### config.mk
export PLATFORM = sky130hd
export DESIGN_NAME = gpc_pin_mux
export DESIGN_NICKNAME = d
export VERILOG_FILES = /design/src/rtl/gpc_pkg.sv /design/src/rtl/gpc_sync.sv /design/src/rtl/gpc_pin_cell.sv /design/src/rtl/gpc_pin_mux.sv
export SDC_FILE = /design/constraint.sdc
export NUM_CORES = 1
export LEC_CHECK = 0
export ABC_AREA = 1
export BUFFER_PORTS_ARGS = -buffer_cell sky130_fd_sc_hd__buf_2
export CAP_MARGIN = 20
export CORE_ASPECT_RATIO = 0.7
export CORE_MARGIN = 1
export CORE_UTILIZATION = 35
export CTS_CLUSTER_DIAMETER = 120
export DETAILED_ROUTE_END_ITERATION = 16
export PLACE_DENSITY = 0.6
export SYNTH_ARGS = -nofsm -noshare
export SYNTH_HDL_FRONTEND = slang
export SYNTH_SLANG_ARGS = --single-unit
### constraint.sdc
create_clock -name i_sys_clk -period 2.1 [get_ports i_sys_clk]
set_input_delay 0.21 -clock i_sys_clk [delete_from_list [all_inputs] [get_ports i_sys_clk]]
set_output_delay 0.21 -clock i_sys_clk [all_outputs]
set_load 0.01 [all_outputs]
### src/rtl/gpc_pkg.sv
package gpc_pkg;

	// Pin count of the group slice handled here, C2 up to C6
	localparam int GPC_PINS = 5;
	localparam int GPC_SYNC_STAGES = 2;

	// Register offsets on the register port
	localparam logic [7:0] GPC_MODE_C6_OFS  = 8'h58;
	localparam logic [7:0] GPC_MODE_C54_OFS = 8'h59;
	localparam logic [7:0] GPC_MODE_C32_OFS = 8'h5A;
	localparam logic [7:0] GPC_DATA_OFS     = 8'h5E;

	// Field positions inside a mode register
	localparam int GPC_HI_SEL_BIT  = 7;
	localparam int GPC_HI_MODE_LSB = 4;
	localparam int GPC_LO_SEL_BIT  = 3;
	localparam int GPC_LO_MODE_LSB = 0;
	localparam int GPC_DATA_LSB    = 2;

	// Reset values
	localparam logic [7:0] GPC_MODE_RST = 8'h00;
	localparam logic [2:0] GPC_C6_RST   = 3'h0;
	localparam logic [4:0] GPC_DATA_RST = 5'h00;

	// Pin function codes
	localparam logic [2:0] GPC_MD_GP_IN   = 3'h0;
	localparam logic [2:0] GPC_MD_IRQ     = 3'h1;
	localparam logic [2:0] GPC_MD_ALT_IN  = 3'h2;
	localparam logic [2:0] GPC_MD_KBD_RET = 3'h3;
	localparam logic [2:0] GPC_MD_GP_OUT  = 3'h4;

	// Interrupt line per pin (index 0 is C2), select clear and select set
	localparam logic [3:0] GPC_IRQ_CLR [GPC_PINS] = '{4'hE, 4'hD, 4'hC, 4'hB, 4'hA};
	localparam logic [3:0] GPC_IRQ_SET [GPC_PINS] = '{4'h6, 4'h5, 4'h4, 4'h3, 4'hA};

	// Codes 1xx drive the pin, 0xx leave it as an input
	function automatic logic gpc_is_out(input logic [2:0] mode);
		return mode[2];
	endfunction

	function automatic logic gpc_is_gp_out(input logic [2:0] mode);
		return mode == GPC_MD_GP_OUT;
	endfunction

endpackage

### src/rtl/gpc_sync.sv
`timescale 1ns/1ns
module gpc_sync
	import gpc_pkg::*;
#(
	parameter int WIDTH = GPC_PINS
) (
	// Clock and reset
	input  wire logic             i_sys_clk,
	input  wire logic             i_srst,
	// Asynchronous levels in, clean levels out
	input  wire logic [WIDTH-1:0] i_async,
	output logic      [WIDTH-1:0] o_sync
);

	logic [WIDTH-1:0] meta_r;

	// Two stages; the first is read only by the second
	always_ff @(posedge i_sys_clk) begin
		if (i_srst) begin
			meta_r <= '0;
			o_sync <= '0;
		end else begin
			meta_r <= i_async;
			o_sync <= meta_r;
		end
	end

endmodule

### src/rtl/gpc_pin_cell.sv
`timescale 1ns/1ns
module gpc_pin_cell
	import gpc_pkg::*;
(
	// Function code of this pin
	input  wire logic [2:0] i_mode,
	// Data register bit for general output
	input  wire logic       i_gp_data,
	// Peripheral outputs for codes 101, 110, 111
	input  wire logic [2:0] i_alt_out,
	input  wire logic [2:0] i_alt_ok,
	// Pin drive
	output logic            o_oe,
	output logic            o_out
);

	logic [1:0] alt_idx;

	// Output codes pick a source; reserved output codes leave the pin floating
	always_comb begin
		alt_idx = i_mode[1:0] - 2'h1;
		o_oe    = 1'b0;
		o_out   = 1'b0;
		if (gpc_is_gp_out(i_mode)) begin
			o_oe  = 1'b1;
			o_out = i_gp_data;
		end else if (gpc_is_out(i_mode)) begin
			o_oe  = i_alt_ok[alt_idx];
			o_out = i_alt_ok[alt_idx] & i_alt_out[alt_idx];
		end
	end

endmodule

### src/rtl/gpc_pin_mux.sv
// Functional notes
// - C6 code map, fixed IRQ10 interrupt input
// - C5 interrupt: IRQ11, or IRQ3 when selected
// - C5 code map, code 010 reserved
// - C4 interrupt: IRQ12, or IRQ4 when selected
// - C4 code map, code 101 reserved
// - C3 interrupt: IRQ13, or IRQ5 when selected
// - C3 code map, no reserved codes
// - C2 interrupt: IRQ14, or IRQ6 when selected
// - Select bit acts only in interrupt mode
// - Register 59H holds C5 and C4 fields
// - Register 5AH holds C3 and C2 fields
// - Data register drives outputs, reads inputs
`timescale 1ns/1ns
module gpc_pin_mux
	import gpc_pkg::*;
(
	// Clock and reset
	input  wire logic       i_sys_clk,
	input  wire logic       i_srst,
	// Register port
	input  wire logic [7:0] i_addr,
	input  wire logic [7:0] i_wdata,
	input  wire logic       i_wr,
	input  wire logic       i_rd,
	output logic      [7:0] o_rdata,
	// Pins C2 to C6, bit 0 is C2
	input  wire logic [4:0] i_pin_in,
	output logic      [4:0] o_pin_out,
	output logic      [4:0] o_pin_oe,
	// Peripheral sources for output functions
	input  wire logic       i_isa_bhe_n,
	input  wire logic       i_pccard_mem_wr_n,
	input  wire logic [2:0] i_pccard_addr_hi,
	input  wire logic       i_aux_serial_transmit,
	input  wire logic       i_chip_select_2_n,
	input  wire logic [3:0] i_keyboard_drive_lines,
	// Peripheral sinks for input functions
	output logic      [15:0] o_irq_req,
	output logic             o_aux_serial_receive,
	output logic      [3:0]  o_keyboard_return_lines,
	output logic             o_iocs16_n,
	output logic             o_memcs16_n
);

	logic [2:0] mode_c6_r;
	logic [7:0] mode_c54_r;
	logic [7:0] mode_c32_r;
	logic [4:0] data_r;
	logic [4:0] pin_s;
	logic [2:0] mode      [GPC_PINS];
	logic [4:0] sel;
	logic [2:0] alt_out   [GPC_PINS];
	logic [2:0] alt_ok    [GPC_PINS];
	logic [4:0] oe_nxt;
	logic [4:0] out_nxt;
	logic [15:0] irq_nxt;
	logic [7:0] rdata_nxt;
	logic [4:0] data_nxt;

	// Field views of the mode registers
	assign mode[0] = mode_c32_r[GPC_LO_MODE_LSB +: 3];
	assign mode[1] = mode_c32_r[GPC_HI_MODE_LSB +: 3];
	assign mode[2] = mode_c54_r[GPC_LO_MODE_LSB +: 3];
	assign mode[3] = mode_c54_r[GPC_HI_MODE_LSB +: 3];
	assign mode[4] = mode_c6_r;
	assign sel = {1'b0, mode_c54_r[GPC_HI_SEL_BIT], mode_c54_r[GPC_LO_SEL_BIT],
		mode_c32_r[GPC_HI_SEL_BIT], mode_c32_r[GPC_LO_SEL_BIT]};

	// Output sources for codes 101, 110, 111; C2 alternates are not carried here
	assign alt_out[0] = 3'h0;
	assign alt_ok[0]  = 3'h0;
	assign alt_out[1] = {i_keyboard_drive_lines[0], i_chip_select_2_n, i_pccard_addr_hi[0]};
	assign alt_ok[1]  = 3'h7;
	assign alt_out[2] = {i_keyboard_drive_lines[1], i_pccard_addr_hi[1], 1'b0};
	assign alt_ok[2]  = 3'h6; // Code 101 is reserved, pin floats
	assign alt_out[3] = {i_keyboard_drive_lines[2], i_pccard_addr_hi[2], i_aux_serial_transmit};
	assign alt_ok[3]  = 3'h7;
	assign alt_out[4] = {i_keyboard_drive_lines[3], i_pccard_mem_wr_n, i_isa_bhe_n};
	assign alt_ok[4]  = 3'h7;

	// Pin levels arrive from outside the clock domain
	gpc_sync #(
		.WIDTH (GPC_PINS)
	) u_sync (
		.i_sys_clk (i_sys_clk),
		.i_srst    (i_srst),
		.i_async   (i_pin_in),
		.o_sync    (pin_s)
	);

	// One drive cell per pin
	genvar gp;
	generate
		for (gp = 0; gp < GPC_PINS; gp++) begin : g_pin
			gpc_pin_cell u_cell (
				.i_mode    (mode[gp]),
				.i_gp_data (data_r[gp]),
				.i_alt_out (alt_out[gp]),
				.i_alt_ok  (alt_ok[gp]),
				.o_oe      (oe_nxt[gp]),
				.o_out     (out_nxt[gp])
			);
		end
	endgenerate

	// Mode registers; reserved codes are stored as written
	always_ff @(posedge i_sys_clk) begin
		if (i_srst) begin
			mode_c6_r  <= GPC_C6_RST;
			mode_c54_r <= GPC_MODE_RST;
			mode_c32_r <= GPC_MODE_RST;
		end else if (i_wr) begin
			if (i_addr == GPC_MODE_C6_OFS) begin
				mode_c6_r <= i_wdata[GPC_LO_MODE_LSB +: 3];
			end else if (i_addr == GPC_MODE_C54_OFS) begin
				mode_c54_r <= i_wdata;
			end else if (i_addr == GPC_MODE_C32_OFS) begin
				mode_c32_r <= i_wdata;
			end
		end
	end

	// Data bits take writes only where the pin is a general output
	always_comb begin
		data_nxt = data_r;
		if (i_wr && i_addr == GPC_DATA_OFS) begin
			for (int p = 0; p < GPC_PINS; p++) begin
				if (gpc_is_gp_out(mode[p])) begin
					data_nxt[p] = i_wdata[GPC_DATA_LSB + p];
				end
			end
		end
	end

	always_ff @(posedge i_sys_clk) begin
		if (i_srst) begin
			data_r <= GPC_DATA_RST;
		end else begin
			data_r <= data_nxt;
		end
	end

	// Read decode; unmapped addresses return zero
	always_comb begin
		rdata_nxt = 8'h00;
		if (i_addr == GPC_MODE_C6_OFS) begin
			rdata_nxt = {5'h00, mode_c6_r};
		end else if (i_addr == GPC_MODE_C54_OFS) begin
			rdata_nxt = mode_c54_r;
		end else if (i_addr == GPC_MODE_C32_OFS) begin
			rdata_nxt = mode_c32_r;
		end else if (i_addr == GPC_DATA_OFS) begin
			for (int p = 0; p < GPC_PINS; p++) begin
				rdata_nxt[GPC_DATA_LSB + p] = gpc_is_gp_out(mode[p]) ? data_r[p] : pin_s[p];
			end
		end
	end

	// Read data stand for one cycle only
	always_ff @(posedge i_sys_clk) begin
		if (i_srst) begin
			o_rdata <= 8'h00;
		end else begin
			o_rdata <= i_rd ? rdata_nxt : 8'h00;
		end
	end

	// Interrupt routing; select bit is looked at only under the interrupt code
	always_comb begin
		irq_nxt = 16'h0000;
		for (int p = 0; p < GPC_PINS; p++) begin
			if (mode[p] == GPC_MD_IRQ) begin
				if (sel[p]) begin
					irq_nxt[GPC_IRQ_SET[p]] = irq_nxt[GPC_IRQ_SET[p]] | pin_s[p];
				end else begin
					irq_nxt[GPC_IRQ_CLR[p]] = irq_nxt[GPC_IRQ_CLR[p]] | pin_s[p];
				end
			end
		end
	end

	// Registered pin drive and interrupt requests
	always_ff @(posedge i_sys_clk) begin
		if (i_srst) begin
			o_pin_oe  <= 5'h00;
			o_pin_out <= 5'h00;
			o_irq_req <= 16'h0000;
		end else begin
			o_pin_oe  <= oe_nxt;
			o_pin_out <= out_nxt;
			o_irq_req <= irq_nxt;
		end
	end

	// Input functions; idle level is high so an unselected strobe stays inactive
	always_ff @(posedge i_sys_clk) begin
		if (i_srst) begin
			o_aux_serial_receive    <= 1'b1;
			o_keyboard_return_lines <= 4'hF;
			o_iocs16_n              <= 1'b1;
			o_memcs16_n             <= 1'b1;
		end else begin
			o_aux_serial_receive <= (mode[4] == GPC_MD_ALT_IN) ? pin_s[4] : 1'b1;
			o_iocs16_n           <= (mode[2] == GPC_MD_ALT_IN) ? pin_s[2] : 1'b1;
			o_memcs16_n          <= (mode[1] == GPC_MD_ALT_IN) ? pin_s[1] : 1'b1;
			for (int k = 0; k < 4; k++) begin
				o_keyboard_return_lines[k] <= (mode[k + 1] == GPC_MD_KBD_RET) ? pin_s[k + 1] : 1'b1;
			end
		end
	end
endmodule

==> results.cfg <==
[cells_and_area]
sequential_cell_area_sq_um = 1361
final_util_pct = 45.50
area_of_the_multi_input_gates_sq_um = 1384
syn2layout_area_growth_pct = 25.50
antenna-diode-count = 0
total_nets_final = 549
final_layout_size_suffix_gt1_share_pct = 19.20
filler_cell_count = 866
final_design_area_no_fill_sq_um = 3874

[cts]
clock_sinks = 68
htreeDepth = 3
worstSkewPairLatency_ps = 340
cts_tree = built
cell_chosen_for_the_clock_root = sky130_fd_sc_hd__clkbuf_16
clkTransAtPathRegs_ps = 50
post_cts_buffers = 0
cts_buffers = 9
clock_path_buffers = 2
ctsHoldBuffers = 0
post_cts_resized = 0

[place]
placement.io_buffers = 69
placed_cell_area_sq_um = 3503
finalWeightedCongestion = 0.8313
hpwlAfterDp_mm = 5.345

[floorplanning]
design.portCount = 77
die-width_um = 114.2
fp.coreArea_sq_um = 8513
rows = 28
initial_utilization_pct = 36.26
chipHeight_um = 80.57
die_area_sq_um = 9205

[timing]
maxClockFrequency_mhz = 642.0
setup_viol_count_final = 0
post_route_clock_period_utilization_pct = 74.17
setup_repair_after_global_routing_missed_its_margin = false
setup_tns_ps = 0
hold_viol_final = 0
worst_hold_slack_ps = 72.44
slew_violations = 0
skew_ps = 5.514
layout_min_cycle_time_ps = 1558

[logic_synthesis]
synth-edff-count = 0
yosysMostFrequentCell = sky130_fd_sc_hd__nor2_1
postSynth.asyncResetShare_pct = 0
synth_flop_cell = sky130_fd_sc_hd__dfxtp_1
synth_top_area_share_pct = 44.10
netlist-cell-type-count = 25
yosys-top-cells-count = sky130_fd_sc_hd__nor2_1, sky130_fd_sc_hd__nand2_1, sky130_fd_sc_hd__dfxtp_1
ys_seq_elements = 68
seq_area_frac_synth_pct = 44.10
yosysWarnings = 0
synthesized_netlist_cell_count = 424
synth_top_cells_by_area = sky130_fd_sc_hd__dfxtp_1, sky130_fd_sc_hd__nor2_1, sky130_fd_sc_hd__nand2_1, sky130_fd_sc_hd__inv_1, sky130_fd_sc_hd__ha_1
synthesis.area_per_instance_sq_um = 7.280
synth_area_sq_um = 3087
yosysTopAreaCell = sky130_fd_sc_hd__dfxtp_1

[routing]
first_iter_violations = 138
drt_wl_total_mm = 7.223
postRouteAntennaNets = 0
post_route_drc_violation_count = 0
drt_first_pass_iters = 4
detail_route.wl_per_cell_um = 11.65
vias_per_cell = 4.389
num_vias = 2721

[global_routing]
grt_start_max_net_pins = 31
track_usage_pct = 16.89
global_route.overflow_total = 0
antenna_found_initial = 0
grt_pass1_wl_mm = 11.50
via_count_of_the_first_global_routing_pass = 2497

[critical_path]
required_ps = 2330
regToRegStartpoint = mode_c54_r[4]
worst_path_arrival_ps = 1790
critical_path.reg2reg.endpoint = o_rdata[5]
timing.critical_path.to_type = flop
setup.worst_path.class = flop to flop
critPathMaxFanout = 6
worst-r2r-cell-count = 10
timing.reg2reg.setup_slack_ps = 540
cp_startpoint_kind = flop

[job]
cap_violations = 0

[worst_hold_path]
hp-class = input pin to flop
worst_hold_path.num_cells = 3
min_delay_startpoint = i_pin_in[2]
min_delay_worst_endpoint = u_sync.meta_r[2]

[power]
vdd_ir_drop_max_v = 0.0004200
power_density_nw_per_um2 = 843.7
leakage_nw = 2.056
fin_total_pwr_mw = 3.268

[status]
outcome = completed
==> worst max path at each step <==
stage                       start    endpoint  slack, ps  cells after the start
finish              mode_c54_r[4]  o_rdata[5]        540                     10
detailed placement  mode_c54_r[4]  o_rdata[5]        570                     10
CTS                 mode_c54_r[4]  o_rdata[5]        550                     10
floorplan           mode_c54_r[4]  o_rdata[5]        810                     10
global route        mode_c54_r[4]  o_rdata[5]        390                     10
global placement    mode_c54_r[4]  o_rdata[5]        570                     10
==> placed cells by master, fill, tap and decap left out <==
master and instances:
sky130_fd_sc_hd__buf_4 2, sky130_fd_sc_hd__bufinv_16 3, sky130_fd_sc_hd__o22ai_1 3, sky130_fd_sc_hd__nand2_1 84
sky130_fd_sc_hd__a21oi_1 8, sky130_fd_sc_hd__conb_1 7, sky130_fd_sc_hd__o21bai_1 1, sky130_fd_sc_hd__nor2_8 1
sky130_fd_sc_hd__nor2_2 1, sky130_fd_sc_hd__nor3_1 3, sky130_fd_sc_hd__nand3_1 30, sky130_fd_sc_hd__buf_2 69
sky130_fd_sc_hd__nor2_1 95, sky130_fd_sc_hd__inv_2 1, sky130_fd_sc_hd__o21ai_0 6, sky130_fd_sc_hd__nand3_4 2
sky130_fd_sc_hd__ha_1 18, sky130_fd_sc_hd__nor2_4 2, sky130_fd_sc_hd__clkbuf_16 9, sky130_fd_sc_hd__o211ai_1 1
sky130_fd_sc_hd__clkbuf_8 4, sky130_fd_sc_hd__a211oi_1 1, sky130_fd_sc_hd__inv_1 65, sky130_fd_sc_hd__nand4_1 14
sky130_fd_sc_hd__dfxtp_1 68, sky130_fd_sc_hd__nand2_2 2
==> through the flow <==
stage | setup slack, ps | instances
2_1_floorplan | 805.7 | 430
3_3_place_gp | 569.5 | 604
3_5_place_dp | 567.8 | 604
4_1_cts | 551.8 | 620
5_1_grt | 387.3 | 620
6_report | 542.4 | 620
==> registers in the layout, indices dropped and copies added (netlist names) <==
register,flops
o_irq_req,9
mode_c32_r,8
mode_c54_r,8
o_rdata,8
data_r,5
o_pin_oe,5
o_pin_out,5
u_sync.meta_r,5
u_sync.o_sync,5
o_keyboard_return_lines,4
mode_c6_r,3
o_aux_serial_receive,1
o_iocs16_n,1
o_memcs16_n,1
==> area by class of cell <==
type                    count  area share [%]
well taps                 120           3.876
clock buffers              13           7.235
clock inverters             3           2.326
inverters                  66           6.395
flip-flops and latches     68           35.14
repair buffers             71           9.302
multi-input cells         279           35.72
==> where the power goes <==
group / switching [mW] / internal, mW / total [mW]
Combinational: 0.0866 / 0.0426 / 0.129
Clock: 0.544 / 1.29 / 1.83
Sequential: 0.00499 / 1.30 / 1.31
==> cells by family (layout without fill, tap and decap cells) <==
family,Yosys count,after routing,share of synthesized area [%]
buffers and inverters,83,153,11.80
DFF,68,68,44.10
and+or+nand+nor,234,234,33.08
AOI/OAI and AO/OA,20,20,3.608
adders and majority gates,18,18,7.296
other,1,7,0.1215
==> worst max-delay path: stages (launching register included) <==
cell	delay, ps
sky130_fd_sc_hd__dfxtp_1	450
sky130_fd_sc_hd__inv_1	140
sky130_fd_sc_hd__ha_1	230
sky130_fd_sc_hd__nand2_1	130
sky130_fd_sc_hd__inv_1	80
sky130_fd_sc_hd__nand2_1	80
sky130_fd_sc_hd__nand2_1	50
sky130_fd_sc_hd__nand2_1	80
sky130_fd_sc_hd__nand2_1	50
sky130_fd_sc_hd__o21bai_1	120
sky130_fd_sc_hd__inv_1	50
==> routing by layer <==
layer,vias up,part of all wire [%],track usage [%]
met5,-,0,0
met4,0,2.1,10.39
met3,15,5.5,5.283
met2,71,41,24.61
met1,1204,51,21.69
li1,1431,-,-
Power figures use the tool's default switching activity.
